===== config.mk =====
export PLATFORM = sky130hd
export DESIGN_NAME = stwl_master_flat
export DESIGN_NICKNAME = d
export VERILOG_FILES = /design/src/core/stwl_pkg.sv /design/src/core/stwl_link_if.sv /design/src/core/stwl_master.sv /design/src/flat_wrapper.sv
export SDC_FILE = /design/constraint.sdc
export NUM_CORES = 1
export LEC_CHECK = 0
export BUFFER_PORTS_ARGS = -buffer_cell sky130_fd_sc_hd__buf_2
export CAP_MARGIN = 5
export CORE_MARGIN = 2
export CORE_UTILIZATION = 35
export CTS_CLUSTER_SIZE = 40
export DETAILED_ROUTE_END_ITERATION = 6
export GPL_ROUTABILITY_DRIVEN = 0
export RECOVER_POWER = 50
export SLEW_MARGIN = 5
export SYNTH_ARGS = -nofsm -noshare
export SYNTH_HDL_FRONTEND = slang
export SYNTH_SLANG_ARGS = --single-unit

===== constraint.sdc =====
create_clock -name clk_sys -period 3.17 [get_ports clk_sys]
set_input_delay 0.4755 -clock clk_sys [delete_from_list [all_inputs] [get_ports clk_sys]]
set_output_delay 0.4755 -clock clk_sys [all_outputs]
set_load 0.05 [all_outputs]

===== src/core/stwl_pkg.sv =====
// Overview of operation
// - master raises latch enable before clocking
// - sample data on each shift clock rise
// - words go most significant bit first
// - master changes data on falling clock
// - latch word when latch enable falls
// - no bit count, keep last eight
// - ignore traffic while own enable low
// - shared enable: all update, reprogram all
// - master sends zeros in bits seven, six
// - bit five high selects standby
// - bits four to zero tuning code
// - enable held after last clock rise
// - enable low gap between transfers
// - code zero minimum, 31 maximum capacitance
// - allow wake time after leaving standby
package stwl_pkg;
  localparam int unsigned WORD_W        = 8;
  localparam int unsigned CODE_W        = 5;
  localparam int unsigned RSV_HI_BIT    = 7;
  localparam int unsigned RSV_LO_BIT    = 6;
  localparam int unsigned STANDBY_BIT   = 5;
  localparam int unsigned CODE_TOP_BIT  = 4;
  localparam int unsigned CODE_BOT_BIT  = 0;
  localparam int unsigned BIT_CNT_W     = 3;
  localparam logic [7:0]  WORD_RESET    = 8'h00;
  localparam logic [4:0]  CODE_RESET    = 5'h00;
  localparam logic        STANDBY_RESET = 1'b0;
  localparam int unsigned CLK_SYS_MHZ   = 20;
  localparam int unsigned CLK_PERIOD_NS = 1000 / CLK_SYS_MHZ;
  localparam real         EHD_NS        = 19.2;
  localparam real         EOW_NS        = 38.4;
  localparam real         SCL_LOW_NS    = 13.2;
  localparam real         SCL_HIGH_NS   = 13.2;
  localparam int unsigned WAKE_US       = 70;
  function automatic int unsigned ns_to_cyc(input real ns);
    int unsigned c;
    c = int'($ceil(ns / real'(CLK_PERIOD_NS)));
    return (c < 1) ? 1 : c;
  endfunction
  localparam int unsigned EHD_CYC       = ns_to_cyc(EHD_NS);
  localparam int unsigned EOW_CYC       = ns_to_cyc(EOW_NS);
  localparam int unsigned SCL_LOW_CYC   = ns_to_cyc(SCL_LOW_NS);
  localparam int unsigned SCL_HIGH_CYC  = ns_to_cyc(SCL_HIGH_NS);
  localparam int unsigned WAKE_CYC      = WAKE_US * 1000 / CLK_PERIOD_NS;
  localparam int unsigned TMR_W         = 8;
  localparam logic [7:0]  DIV_HALF      = 8'h04;
  typedef enum logic [2:0] {
    STWL_IDLE  = 3'b000,
    STWL_SETUP = 3'b001,
    STWL_LOW   = 3'b010,
    STWL_HIGH  = 3'b011,
    STWL_HOLD  = 3'b100,
    STWL_GAP   = 3'b101
  } stwl_state_t;
endpackage


===== src/core/stwl_link_if.sv =====
`timescale 1ns/100ps
interface stwl_link_if;
  logic serial_latch_enable;
  logic shift_clk;
  logic serial_data;
  modport master (output serial_latch_enable, output shift_clk, output serial_data);
  modport device (input serial_latch_enable, input shift_clk, input serial_data);
endinterface


===== src/core/stwl_master.sv =====
`timescale 1ns/100ps
module stwl_master (
  input  wire logic        clk_sys,
  input  wire logic        srst,
  input  wire logic        clk_en,
  stwl_link_if.master      link,
  input  wire logic        req_valid,
  input  wire logic [4:0]  req_code,
  input  wire logic        req_standby,
  output logic             req_ready,
  output logic             done
);
  stwl_pkg::stwl_state_t state_q;
  stwl_pkg::stwl_state_t state_d;
  logic [7:0]            word_q;
  logic [7:0]            word_d;
  logic [7:0]            tmr_q;
  logic [2:0]            bit_q;
  logic                  le_q;
  logic                  sck_q;
  logic                  sd_q;
  logic                  done_q;
  logic                  take;
  logic                  tmr_end;
  logic                  last_bit;
  logic                  enter_low;
  logic                  state_chg;

  // reserved bits always go out as zero
  function automatic logic [7:0] build_word(
    input logic       sb,
    input logic [4:0] code
  );
    logic [7:0] w;
    w = stwl_pkg::WORD_RESET;
    w[stwl_pkg::STANDBY_BIT] = sb;
    w[stwl_pkg::CODE_TOP_BIT:stwl_pkg::CODE_BOT_BIT] = code;
    return w;
  endfunction

  // latch enable stands high in every state of a frame
  function automatic logic in_frame(
    input stwl_pkg::stwl_state_t s
  );
    logic f;
    f = 1'b0;
    case (s)
      stwl_pkg::STWL_SETUP: f = 1'b1;
      stwl_pkg::STWL_LOW:   f = 1'b1;
      stwl_pkg::STWL_HIGH:  f = 1'b1;
      stwl_pkg::STWL_HOLD:  f = 1'b1;
      default:              f = 1'b0;
    endcase
    return f;
  endfunction

  // length of each phase in system clocks
  function automatic logic [7:0] phase_len(
    input stwl_pkg::stwl_state_t s
  );
    logic [7:0] n;
    n = stwl_pkg::DIV_HALF;
    case (s)
      stwl_pkg::STWL_SETUP: n = stwl_pkg::DIV_HALF;
      stwl_pkg::STWL_LOW:   n = stwl_pkg::DIV_HALF;
      stwl_pkg::STWL_HIGH:  n = stwl_pkg::DIV_HALF;
      stwl_pkg::STWL_HOLD:  n = stwl_pkg::DIV_HALF;
      stwl_pkg::STWL_GAP:   n = 8'(stwl_pkg::EOW_CYC);
      default:              n = stwl_pkg::DIV_HALF;
    endcase
    return n;
  endfunction

  // a new word is only taken while the link is idle
  assign req_ready = (state_q == stwl_pkg::STWL_IDLE);
  assign take      = req_valid & req_ready;
  assign tmr_end   = (tmr_q == '0);
  assign last_bit  = (bit_q == '0);
  assign enter_low = (state_d == stwl_pkg::STWL_LOW) && (state_q != stwl_pkg::STWL_LOW);
  assign state_chg = (state_d != state_q);

  assign done                     = done_q;
  assign link.serial_latch_enable = le_q;
  assign link.shift_clk           = sck_q;
  assign link.serial_data         = sd_q;

  always_comb begin
    state_d = state_q;
    case (state_q)
      stwl_pkg::STWL_IDLE: begin
        if (take) begin
          state_d = stwl_pkg::STWL_SETUP;
        end
      end
      stwl_pkg::STWL_SETUP: begin
        if (tmr_end) begin
          state_d = stwl_pkg::STWL_LOW;
        end
      end
      stwl_pkg::STWL_LOW: begin
        if (tmr_end) begin
          state_d = stwl_pkg::STWL_HIGH;
        end
      end
      stwl_pkg::STWL_HIGH: begin
        if (tmr_end && last_bit) begin
          state_d = stwl_pkg::STWL_HOLD;
        end else if (tmr_end) begin
          state_d = stwl_pkg::STWL_LOW;
        end
      end
      stwl_pkg::STWL_HOLD: begin
        if (tmr_end) begin
          state_d = stwl_pkg::STWL_GAP;
        end
      end
      stwl_pkg::STWL_GAP: begin
        if (tmr_end) begin
          state_d = stwl_pkg::STWL_IDLE;
        end
      end
      default: begin
        state_d = stwl_pkg::STWL_IDLE;
      end
    endcase
  end

  // word moves left once per high phase, next bit always in the top place
  always_comb begin
    word_d = word_q;
    if (take) begin
      word_d = build_word(req_standby, req_code);
    end else if ((state_q == stwl_pkg::STWL_HIGH) && tmr_end) begin
      word_d = {word_q[stwl_pkg::WORD_W-2:0], 1'b0};
    end
  end

  always_ff @(posedge clk_sys) begin
    if (srst) begin
      state_q <= stwl_pkg::STWL_IDLE;
    end else if (clk_en) begin
      state_q <= state_d;
    end
  end

  // phase timer reloads on every change of state
  always_ff @(posedge clk_sys) begin
    if (srst) begin
      tmr_q <= '0;
    end else if (clk_en) begin
      if (state_chg) begin
        tmr_q <= phase_len(state_d) - 8'h01;
      end else if (!tmr_end) begin
        tmr_q <= tmr_q - 8'h01;
      end
    end
  end

  // bits still to send, eight per frame
  always_ff @(posedge clk_sys) begin
    if (srst) begin
      bit_q <= '0;
    end else if (clk_en) begin
      if (take) begin
        bit_q <= 3'(stwl_pkg::WORD_W - 1);
      end else if ((state_q == stwl_pkg::STWL_HIGH) && tmr_end && !last_bit) begin
        bit_q <= bit_q - 3'h1;
      end
    end
  end

  always_ff @(posedge clk_sys) begin
    if (srst) begin
      word_q <= stwl_pkg::WORD_RESET;
    end else if (clk_en) begin
      word_q <= word_d;
    end
  end

  always_ff @(posedge clk_sys) begin
    if (srst) begin
      le_q <= 1'b0;
    end else if (clk_en) begin
      le_q <= in_frame(state_d);
    end
  end

  // shift clock idles low and only runs inside a frame
  always_ff @(posedge clk_sys) begin
    if (srst) begin
      sck_q <= 1'b0;
    end else if (clk_en) begin
      sck_q <= (state_d == stwl_pkg::STWL_HIGH);
    end
  end

  // data changes only on entry to a low phase, and returns to zero outside a frame
  always_ff @(posedge clk_sys) begin
    if (srst) begin
      sd_q <= 1'b0;
    end else if (clk_en) begin
      if (enter_low) begin
        sd_q <= word_d[stwl_pkg::WORD_W-1];
      end else if (!in_frame(state_d)) begin
        sd_q <= 1'b0;
      end
    end
  end

  always_ff @(posedge clk_sys) begin
    if (srst) begin
      done_q <= 1'b0;
    end else if (clk_en) begin
      done_q <= (state_q == stwl_pkg::STWL_GAP) && (state_d == stwl_pkg::STWL_IDLE);
    end
  end
endmodule


===== src/flat_wrapper.sv =====
// flat-port wrapper written by rule: the top's interface ports become plain ports
module stwl_master_flat 
  (clk_sys, srst, clk_en, req_valid, req_code, req_standby, req_ready, done, link_serial_latch_enable, link_shift_clk, link_serial_data);
  stwl_link_if link_i ();
  input  wire logic clk_sys;
  input  wire logic srst;
  input  wire logic clk_en;
  input  wire logic req_valid;
  input  wire logic [4:0] req_code;
  input  wire logic req_standby;
  output logic req_ready;
  output logic done;
  output wire logic [$bits(link_i.serial_latch_enable)-1:0] link_serial_latch_enable;
  output wire logic [$bits(link_i.shift_clk)-1:0] link_shift_clk;
  output wire logic [$bits(link_i.serial_data)-1:0] link_serial_data;
  assign link_serial_latch_enable = link_i.serial_latch_enable;
  assign link_shift_clk = link_i.shift_clk;
  assign link_serial_data = link_i.serial_data;
  stwl_master u_core (.clk_sys(clk_sys), .srst(srst), .clk_en(clk_en), .link(link_i), .req_valid(req_valid), .req_code(req_code), .req_standby(req_standby), .req_ready(req_ready), .done(done));
endmodule

== After elaboration in Yosys (flattened, before gate mapping) ==
Cells that the tools add are included.

* Bits in registers: 26
* Bits of input ports: 10
* Output and inout port bits: 5
* Logic and storage cells: 67

* Add/subtract/negate cells: 3
* Equal/unequal tests: 14
* Multiplexer cells: 23
* Bitwise operators: 1
* Reduce and logical (&&, ||, !) cells: 17

{| class="wikitable"
|+ Operator list
! cell !! count
|-
| $mux 8 || 7
|-
| $mux 3 || 9
|-
| $pmux 3 s6 || 1
|-
| $sub 8x1->8 const B || 2
|-
| $eq 3x2->1 const B || 4
|-
| $eq 3x3->1 const B || 4
|-
| $logic_not 3->1 || 3
|-
| $logic_not 8->1 || 1
|-
| $reduce_and 2->1 || 4
|-
| $eq 3x1->1 const B || 2
|-
| $mux 1 || 6
|-
| $logic_and 1x1->1 || 5
|-
| $reduce_bool 2->1 || 2
|-
| $reduce_or 4->1 || 1
|-
| $ne 3x2->1 const B || 1
|-
| $ne 3x3->1 || 1
|-
| $sub 3x1->3 const B || 1
|-
| $ne 2x1->1 const B || 1
|-
| $ne 2x2->1 const B || 1
|-
| $and 1x1->1 || 1
|-
| $logic_not 1->1 || 1
|}

== Longest topological paths before layout ==
Gate-level depths: netlist of run 1.

* Depth after elaboration: 12
* Mapped depth: 12
* Mapped depth without buffers: 10

== Worst setup path after synthesis of run 1 ==
OpenSTA, ideal clock, no wires.

* Kind: register -> register
* Start: register u_core.tmr_q[2]
* End: register u_core.tmr_q[6]
* Library setup time: 0.079 ns
* Arrival time: 2.397 ns
* Data required time: 3.091 ns
* Slack: 0.694 ns
* Cell stages (with the launch flop): 13
* Buffers on the path: 2
* Clock period less this slack: 2.476 ns
* Cells stage by stage: dfxtp_1 -> buf_6 -> or4_1 -> buf_2 -> o211ai_1 -> nand2_1 -> a21oi_2 -> ha_1 -> and2_1 -> o31ai_1 -> a31oi_1 -> a22oi_1 -> a211oi_2

* Cells in the longest elaborated chain, start to end: 11
* Elaborated cells between the ends (all ways): 20
* Classes of those cells: 2 x add/sub; 3 x eq/ne; 12 x mux; 3 x reduce/logical

{| class="wikitable"
|+ Ends and longest elaborated chain
! item !! line !! RTL
|-
| from (decl) || stwl_master.sv:17 || <nowiki>logic [7:0] tmr_q;</nowiki>
|-
| from (signal assigned) || stwl_master.sv:152 || <nowiki>tmr_q <= phase_len(state_d) - 8'h01;</nowiki>
|-
| from (signal assigned) || stwl_master.sv:154 || <nowiki>tmr_q <= tmr_q - 8'h01;</nowiki>
|-
| $logic_not 8->1 || stwl_master.sv:77 || <nowiki>assign tmr_end = (tmr_q == '0);</nowiki>
|-
| $mux 3 or $logic_and 1x1->1 (tied branches) || stwl_master.sv:96, stwl_master.sv:108, stwl_master.sv:106 ||
|-
| $mux 3 || stwl_master.sv:106 || <nowiki>if (tmr_end && last_bit) begin</nowiki>
|-
| $pmux 3 s6 || stwl_master.sv:89 || <nowiki>case (state_q)</nowiki>
|-
| $eq 3x3->1 || stwl_master.sv:63 || <nowiki>case (s)</nowiki>
|-
| $mux 3 || stwl_master.sv:63 ||
|-
| $mux 8 || stwl_master.sv:151 || <nowiki>if (state_chg) begin</nowiki>
|-
| $mux 8 || stwl_master.sv:150 || <nowiki>end else if (clk_en) begin</nowiki>
|-
| $mux 8 || stwl_master.sv:148 || <nowiki>if (srst) begin</nowiki>
|-
| $sub 8x1->8 || stwl_master.sv:152 ||
|-
| $mux 8 || stwl_master.sv:151 ||
|}

Several ways; a longest one is shown, not always the timed one. The select of a mux whose other input is x is not followed.
A chain may end at the register's enable or synchronous reset.

== Worst setup path in the final report of run 1 ==
* Start: register u_core.tmr_q[5]
* End: register u_core.tmr_q[6]

Same word-level chain as after synthesis.

==> flow_summary_export.csv, run 1 <==
group,metric,value,unit
global_routing,busiest_layer,"met2",
global_routing,use_met3,2.16,%
clocking,clock_tree_from_tritoncts,"yes",
global_routing,grt_overflow_total,0,
layout,antenna_cells,0,
setup_path,crit-reg2reg-capture,"u_core.tmr_q[6]",
detailed_routing,post-route-drc-count,0,
detailed_routing,route.antenna.remaining_nets,0,
global_routing,grt_start_max_net_pins,30,
setup_path,critical_path.endpoint_type,"flip-flop",
clocking,ctsResizeCount,0,
sta,fmax,365,MHz
setup_path,crit-reg2reg-launch,"u_core.tmr_q[5]",
clocking,post_cts_hold_buffer_count,0,
pwr,vdd_ir_drop_max,0.220,mV
detailed_routing,wirelength,3400,µm
global_routing,grt_first_pass_wirelength,5840,µm
pwr,power.share.combinational,28.9,%
sta,grt_setup_unrepaired,"false",
pwr,switching_share,33.4,%
sta,whs,0.446,ns
run_status,outcome,"completed",
global_routing,track_usage,14.3,%
setup_path,setup.worst_path.end,"u_core.tmr_q[6]",
setup_path,critPathMaxFanout,8,
pwr,report.power.total,0.939,mW
clocking,post-cts-setup-buffers,0,
setup_path,worstSetupStartpoint,"u_core.tmr_q[5]",
yosys,synth_cells,195,
detailed_routing,avgRoutedWirePerCell,13.4,µm
layout,final_net_count,216,
yosys,ys_dominant_reg_cell,"dfxtp_1",
yosys,yosys_warnings,0,
layout,area.growth.synth_to_final,8.41,%
clocking,clk_pin_slew,0.10,ns
pwr,power.density_cell_area,560,nW/µm²
floorplanning,pin_count,15,
sta,finalSetupViolCount,0,
placement,placement.io_buffers,14,
clocking,cts_inserted_buffers,3,
detailed_routing,vias,1401,
yosys,syn-num-nets,208,
yosys,synth_seq_area_share,33.6,%
floorplanning,start_util,36.0,%
layout,drive_gt1_share,13.4,%
layout,post-route-util,39.1,%
run,drv_cap,0,
setup_path,worstPathRequired,3.37,ns
floorplanning,die_h,70.5,µm
floorplanning,floorplan.core_area,4290,µm²
pwr,internal_power,0.626,mW
clocking,cts_max_path_buffers,2,
global_routing,met2_usage,22.0,%
yosys,synth-edff-count,0,
pwr,power.sequential.fraction,40.8,%
setup_path,crit_arrival,2.94,ns
pwr,total_leakage_power,0.628,nW
sta,maxSlewViolCount,0,
sta,post-route-period-util,86.5,%
floorplanning,die_w,70.5,µm
clocking,clk_latency,0.28,ns
floorplanning,full_die_area,4970,µm²
yosys,synth_top_cells_by_area,"dfxtp_1, nor2_1, nand2_1, a21oi_1, ha_1",
yosys,synth_seq_cells,26,
setup_path,startpoint_type,"flip-flop",
pwr,clock_power_share,30.3,%
detailed_routing,drt_first_pass_iters,4,
setup_path,r2r.worst_path.cells,10,
layout,fillerInstances,467,
sta,timing.max_slew.rel_slack,30.9,%
detailed_routing,drtIter0Drc,88,
layout,layout.cell_area.non_filler,1680,µm²
sta,worstMarginPinSlew,1.03,ns
yosys,synth_top_cell_by_area,"dfxtp_1",
sta,fin_worst_skew,0.0101,ns
clocking,cts_root_buf,"clkbuf_8",
yosys,top_post_synthesis_cells_by_count,"dfxtp_1, nor2_1, nand2_1",
clocking,cts_htree_levels,1,
setup_path,timing.reg2reg.setup_slack,0.43,ns
sta,min_period,2.74,ns
setup_path,critical_path_class,"reg2reg",
hold_path,hold_path_class,"in2reg",
placement,hpwlAfterDp,2330,µm
pwr,net-switching-power,0.313,mW
sta,final_sum_of_negative_setup_slack,0,ns
sta,hold_viol,0,
global_routing,gr-usage-met1,20.7,%
placement,post_placement_cell_area,1620,µm²
yosys,mappedNetlistArea,1550,µm²
yosys,postSynthAreaPerCell,7.94,µm²
detailed_routing,via_per_inst,5.52,
global_routing,grt_antenna_before_repair,0,
clocking,clock-sinks,26,
yosys,synth_async_sr_flop_share,0,%
global_routing,number_of_global_route_vias_before_repair,1240,
yosys,synthDistinctLibCells,55,
floorplanning,num_rows,24,
yosys,synth_top_area_share,33.6,%
[sequential cells by signal (all words and copies together), names as in the netlist]
signal	cells
u_core.bit_q	3
u_core.done	1
u_core.tmr_q	8
u_core.link.serial_data	1
u_core.link.serial_latch_enable	1
u_core.state_q	3
u_core.link.shift_clk	1
u_core.word_q	8
[power groups by stage]
stage	Combinational [mW]	Clock, mW	Sequential, mW
2_1_floorplan	0.228	0	0.383
3_3_place_gp	0.272	0	0.391
3_5_place_dp	0.269	0	0.391
4_1_cts	0.271	0.289	0.384
5_1_grt	0.302	0.299	0.388
6_report	0.271	0.285	0.383
[placed cells by master, fill, tap and decap left out, types with 3 or more instances in the layout]
cell,Yosys,layout
o21ai_0,4,5
nand4_1,3,3
buf_2,2,10
nor4_1,6,7
o31a_1,3,3
nor3_1,5,5
nand3_1,7,7
clkbuf_1,7,4
a211oi_1,3,3
nand2_1,19,19
inv_1,6,6
ha_1,3,3
dfxtp_1,26,26
xnor2_1,3,3
clkbuf_8,2,3
a21oi_1,13,13
nor2_1,26,26
or4_1,3,3
nand2b_1,4,4
and3_1,3,3
nor2b_1,3,3
[layer usage]
layer  share of wire, %  up-vias
met1                 51      647
met2                 45       24
met4                1.2        0
met3                2.8        4
met5                  0        -
li1                   -      726
[cell families after synthesis]
kind of cell,synth area share (%)
buffers and inverters,6.63
AND/OR/NAND/NOR,31.8
AO/OA/AOI/OAI,22.6
adder cells (fa/ha/maj),2.43
XOR/XNOR,2.26
flip-flops,33.6
multiplexers,0.647
[critical path: stages, from the launching register on]
cell and delay [ns]:
dfxtp_1 0.35, or4_1 0.68, o211ai_1 0.32, nand2_1 0.15, a21oi_2 0.18, ha_1 0.20
and2_1 0.15, o31ai_1 0.07, a31oi_1 0.22, a22oi_1 0.14, a211oi_2 0.19
[area by class of cell]
type	count	area (µm²)	share of cell area [%]
tap	52	65.1	3.88
clock buffer	3	41.3	2.46
clock inverter	1	30.0	1.79
multi-input combinational	150	918	54.7
timing repair buffer	16	80.1	4.77
sequential	26	520	31.0
inverter	6	22.5	1.34
[worst min-delay path by stage]
stage / to / start / cells after the start / slack, ns
final: u_core.word_q[0] / req_code[0] / 3 / 0.45
after CTS: u_core.word_q[0] / req_code[0] / 3 / 0.45
after global routing: u_core.word_q[3] / req_code[3] / 3 / 0.49
after detailed placement: u_core.word_q[7] / u_core.word_q[7] / 2 / 0.46
after global placement: u_core.bit_q[0] / u_core.bit_q[0] / 2 / 0.46
after floorplan: u_core.word_q[0] / u_core.word_q[0] / 2 / 0.45
[per-stage QoR]
step	worst slack, ns	instances
5_1_grt	0.198	254
4_1_cts	0.443	254
2_1_floorplan	0.694	195
3_5_place_dp	0.481	250
6_report	0.428	254
3_3_place_gp	0.512	250
Power figures use the tool's default switching activity.
==> run 2, diff against run 1 <==
==> constraint.sdc (replaced) <==
create_clock -name clk_sys -period 2.53 [get_ports clk_sys]
set_input_delay 0.3795 -clock clk_sys [delete_from_list [all_inputs] [get_ports clk_sys]]
set_output_delay 0.3795 -clock clk_sys [all_outputs]
set_load 0.05 [all_outputs]
==> flow_summary_export.csv, run 2 (synthesis results as in run 1) <==
group,metric,value,unit
run_status,outcome,"completed",
setup_path,timing.reg2reg.setup_slack,0.12,ns
placement,post_placement_cell_area,1730,µm²
clocking,clk_latency,0.28,ns
clocking,clock-sinks,26,
setup_path,worstPathRequired,2.68,ns
layout,area.growth.synth_to_final,16.3,%
setup_path,cp.buffers_inverters,0,
global_routing,grt_overflow_total,0,
floorplanning,floorplan.core_area,4290,µm²
layout,final_common_cell,"nor2_1",
clocking,cts_root_buf,"clkbuf_8",
clocking,cts_htree_levels,1,
setup_path,startpoint_type,"flip-flop",
global_routing,number_of_global_route_vias_before_repair,1321,
global_routing,grt_start_max_net_pins,27,
floorplanning,num_rows,24,
hold_path,hold_path_class,"in2reg",
placement,placed_cells,265,
sta,hold_viol,0,
pwr,power.share.combinational,34.6,%
pwr,switching_share,33.3,%
detailed_routing,avgRoutedWirePerCell,13.8,µm
setup_path,path_cells,"or4_4 > o211ai_1 > nand2_1 > a21oi_2 > ha_2 > and2_4 > o31a_1 > o211ai_1 > a22oi_1 > a211oi_2",
floorplanning,pin_count,15,
placement,placement.io_buffers,14,
layout,final_cell_mix,"nor2_1, dfxtp_1, nand2_1, buf_4, a21oi_1",
placement,place_worst_setup_slack,0.0658,ns
run,drv_cap,0,
detailed_routing,drtIter0Drc,91,
setup_path,cpLargestDelayFamily,"compound AO/OA/AOI/OAI gates",
clocking,clock_tree_from_tritoncts,"yes",
detailed_routing,post-route-drc-count,0,
pwr,vdd_ir_drop_max,0.271,mV
global_routing,grt_first_pass_wirelength,6120,µm
sta,timing.max_slew.rel_slack,59.4,%
pwr,clock_power_share,28.5,%
setup_path,timing.critical_path.slowest_stage_cell,"or4_4",
floorplanning,die_w,70.5,µm
sta,fin_worst_skew,0.00312,ns
global_routing,grt_antenna_before_repair,0,
detailed_routing,route.antenna.remaining_nets,0,
layout,layout.cell_area.non_filler,1800,µm²
layout,final_net_count,231,
layout,antenna_cells,0,
setup_path,critical_path.endpoint_type,"flip-flop",
setup_path,crit_arrival,2.56,ns
setup_path,critPathMaxFanout,3,
floorplanning,full_die_area,4970,µm²
layout,post-route-util,41.9,%
detailed_routing,drt_first_pass_iters,4,
pwr,internal_power,0.838,mW
sta,post-route-period-util,95.1,%
placement,hpwlAfterDp,2560,µm
clocking,cts_max_path_buffers,2,
pwr,total_leakage_power,0.694,nW
pwr,power.density_cell_area,698,nW/µm²
detailed_routing,vias,1488,
layout,top_regs,"u_core.tmr_q: 8 flops, u_core.word_q: 8 flops",
sta,whs,0.357,ns
clocking,clk_pin_slew,0.10,ns
detailed_routing,via_per_inst,5.53,
clocking,post-cts-setup-buffers,0,
sta,maxSlewViolCount,0,
detailed_routing,wirelength,3710,µm
setup_path,crit_path_max_incr_delay,0.52,ns
setup_path,critical_path_class,"reg2reg",
sta,finalSetupViolCount,0,
layout,drive_gt1_share,20.7,%
layout,final-instance-count-excl-fill,269,
pwr,net-switching-power,0.419,mW
pwr,power.sequential.fraction,36.9,%
floorplanning,die_h,70.5,µm
sta,worstMarginPinSlew,0.612,ns
global_routing,track_usage,15.2,%
floorplanning,start_util,36.0,%
clocking,cts_inserted_buffers,3,
sta,fmax,415,MHz
sta,min_period,2.41,ns
sta,finalWorstSetupSlack,0.123,ns
setup_path,crit_path_frequent_cell,"o211ai_1",
-- run 2: power groups by stage --
stage          Combinational (mW)  Sequential, mW  Clock, mW
2_1_floorplan               0.286           0.480          0
3_3_place_gp                0.421           0.470          0
3_5_place_dp                0.416           0.471          0
4_1_cts                     0.422           0.462      0.367
5_1_grt                     0.472           0.470      0.383
6_report                    0.434           0.464      0.358
-- run 2: final cells by class --
cell class                      count  area, µm²
Inverter                            6       22.5
Timing Repair Buffer               31        180
Clock inverter                      1       30.0
Tap cell                           52       65.1
Sequential cell                    26        523
Multi-Input combinational cell    150        938
Clock buffer                        3       41.3
Fill cell                         442       2490
-- run 2: path summary, 6_finish.rpt --
kind                          from                to  cells after the start
setup / recovery   u_core.tmr_q[0]   u_core.tmr_q[6]                     10
hold / removal         req_code[0]  u_core.word_q[0]                      3
setup reg to reg   u_core.tmr_q[0]   u_core.tmr_q[6]                     10
hold reg to reg   u_core.word_q[7]  u_core.word_q[7]                      2
-- run 2: timing repair --
action,in CTS,in global routing
hold buffers,0,0
endpoints found under the setup margin,0,3
endpoints found under the hold margin,0,0
resized for setup,0,8
-- run 2: stage by stage --
step                total power, mW     TNS, ns
floorplan                     0.766           0
global placement              0.891           0
detailed placement            0.887           0
CTS                            1.25           0
global route                   1.33  -0.0000733
finish                         1.26           0
-- run 2: routing by layer --
metal,GRT usage (%),routed length [µm],vias up
li1,-,-,758
met4,5.98,71,0
met3,3.03,97,6
met2,24.0,1680,26
met5,0,0,-
met1,20.4,1860,698
-- run 2: worst reg2reg max path, stage by stage (launching register included) --
cell and delay (ns):
dfxtp_2 0.33, or4_4 0.53, o211ai_1 0.23, nand2_1 0.14
a21oi_2 0.17, ha_2 0.21, and2_4 0.16, o31a_1 0.18
o211ai_1 0.11, a22oi_1 0.18, a211oi_2 0.05
==> run 3, diff against run 2 <==
--- a/config.mk
+++ b/config.mk
@@ -7,6 +7,7 @@
 export LEC_CHECK = 0
 export BUFFER_PORTS_ARGS = -buffer_cell sky130_fd_sc_hd__buf_2
 export CAP_MARGIN = 5
+export CORE_ASPECT_RATIO = 0.75
 export CORE_MARGIN = 2
 export CORE_UTILIZATION = 35
 export CTS_CLUSTER_SIZE = 40
==> flow_summary_export.csv, run 3 (synthesis results as in run 1) <==
group,metric,value,unit
layout,layout.cell_area.non_filler,1830,µm²
detailed_routing,drtIter0Drc,96,
global_routing,grt_antenna_before_repair,0,
setup_path,timing.reg2reg.setup_slack,-0.01,ns
layout,final_net_count,235,
sta,fin_worst_skew,0.00106,ns
clocking,clock_tree_from_tritoncts,"yes",
pwr,power.density_cell_area,695,nW/µm²
clocking,cts_root_buf,"clkbuf_8",
layout,final_cell_mix,"nor2_1, dfxtp_1, nand2_1, buf_4, a21oi_1",
sta,timing.max_slew.rel_slack,59.5,%
floorplanning,die_w,80.8,µm
layout,drive_gt1_share,21.7,%
setup_path,r2r.worst_path.cells,11,
layout,antenna_cells,0,
detailed_routing,route.antenna.remaining_nets,0,
sta,min_period,2.54,ns
setup_path,crit-reg2reg-capture,"u_core.tmr_q[4]",
placement,post_placement_cell_area,1730,µm²
setup_path,critical_path.endpoint_type,"flip-flop",
setup_path,critical_path_class,"reg2reg",
global_routing,track_usage,16.9,%
clocking,clock-sinks,26,
pwr,power.share.combinational,35.7,%
setup_path,worstSetupStartpoint,"u_core.tmr_q[2]",
clocking,clk_latency,0.28,ns
placement,placed_cells,268,
floorplanning,die_h,61.6,µm
pwr,vdd_ir_drop_max,0.280,mV
layout,top_regs,"u_core.tmr_q: 8 flops, u_core.word_q: 8 flops",
sta,hold_viol,0,
clocking,cts_inserted_buffers,3,
detailed_routing,via_per_inst,5.49,
sta,worstMarginPinSlew,0.610,ns
layout,seqCellArea,522,µm²
layout,total_area_of_multi_input_combinational_cells,931,µm²
sta,finalWorstSetupSlack,-0.0117,ns
pwr,clock_power_share,27.9,%
setup_path,setup.worst_path.end,"u_core.tmr_q[4]",
floorplanning,start_util,37.3,%
run_status,outcome,"finished, violations left",
setup_path,crit-reg2reg-launch,"u_core.tmr_q[2]",
setup_path,startpoint_type,"flip-flop",
clocking,post_cts_hold_buffer_count,0,
layout,fillerInstances,451,
run,drv_cap,0,
detailed_routing,avgRoutedWirePerCell,14.0,µm
detailed_routing,wirelength,3870,µm
global_routing,grt_start_max_net_pins,30,
pwr,power.sequential.fraction,36.4,%
layout,final-instance-count-excl-fill,276,
global_routing,grt_first_pass_wirelength,6440,µm
pwr,net-switching-power,0.421,mW
placement,placement.io_buffers,14,
setup_path,worstPathRequired,2.69,ns
detailed_routing,post-route-drc-count,0,
hold_path,hold_path_class,"in2reg",
pwr,switching_share,33.1,%
sta,finalSetupViolCount,1,
pwr,report.power.total,1.27,mW
sta,post-route-period-util,100,%
sta,fmax,393,MHz
detailed_routing,drt_first_pass_iters,4,
detailed_routing,vias,1515,
floorplanning,floorplan.core_area,4150,µm²
placement,hpwlAfterDp,2730,µm
sta,maxSlewViolCount,0,
run_status,violations,"setup timing",
pwr,internal_power,0.851,mW
global_routing,number_of_global_route_vias_before_repair,1282,
global_routing,grt_overflow_total,0,
setup_path,critPathMaxFanout,3,
clocking,clk_pin_slew,0.10,ns
floorplanning,pin_count,15,
clocking,cts_max_path_buffers,2,
clocking,cts_htree_levels,1,
pwr,total_leakage_power,0.715,nW
floorplanning,full_die_area,4980,µm²
layout,final_common_cell,"nor2_1",
sta,grt_setup_unrepaired,"true",
floorplanning,num_rows,20,
layout,area.growth.synth_to_final,18.2,%
setup_path,crit_arrival,2.70,ns
placement,place_worst_setup_slack,0.0820,ns
run 3: final cells by class:
cell class                 count  share of cell area, %
timing repair buffer          35                   11.7
sequential                    26                   28.5
clock buffer                   3                   2.26
inverter                       6                   1.23
multi-input combinational    150                   50.9
clock inverter                 1                   1.64
tap                           55                   3.76
run 3: timing repair:
item	in CTS	in global routing
resized for setup	0	5
endpoints found under the setup margin	0	3
endpoints found under the hold margin	0	0
buffers inserted	0	4
run 3: through the flow:
stage	TNS [ns]	hold slack [ns]	utilization, %
final	-0.0117	0.364	44.0
after global routing	-0.286	0.370	44.0
after CTS	0	0.356	43.5
after detailed placement	0	0.459	41.7
after global placement	0	0.457	41.7
after floorplan	0	0.449	-
run 3: per-layer routing:
metal	vias to the layer above	wire length [µm]	track usage (%)	part of all wire [%]
li1	766	-	-	-
met1	686	1960	25.4	51
met2	57	1610	24.2	41
met3	6	259	3.96	6.7
met4	0	44	4.36	1.1
met5	-	0	0	0
run 3: power by group through the flow:
stage,clock (mW),combinational [mW],sequential (mW)
6_report,0.356,0.454,0.463
5_1_grt,0.382,0.497,0.466
4_1_cts,0.365,0.428,0.461
3_5_place_dp,0,0.426,0.470
2_1_floorplan,0,0.286,0.480
3_3_place_gp,0,0.429,0.469
run 3: worst min path at each step:
stage	end	depth (start not counted)	startpoint	slack (ns)
global placement	u_core.done	2	u_core.done	0.46
detailed placement	u_core.done	2	u_core.done	0.46
floorplan	u_core.word_q[0]	2	u_core.word_q[0]	0.45
finish	u_core.word_q[0]	3	req_code[0]	0.36
global route	u_core.word_q[0]	3	req_code[0]	0.37
CTS	u_core.word_q[0]	3	req_code[0]	0.36
run 3: critical path: stages, from the launching register on:
cell,delay (ns)
dfxtp_1,0.33
or4_4,0.54
o211ai_1,0.25
nand2_1,0.15
a21oi_2,0.17
ha_2,0.21
and2_4,0.14
o31ai_1,0.06
a31oi_1,0.21
buf_4,0.16
xor2_1,0.15
nor2_1,0.05
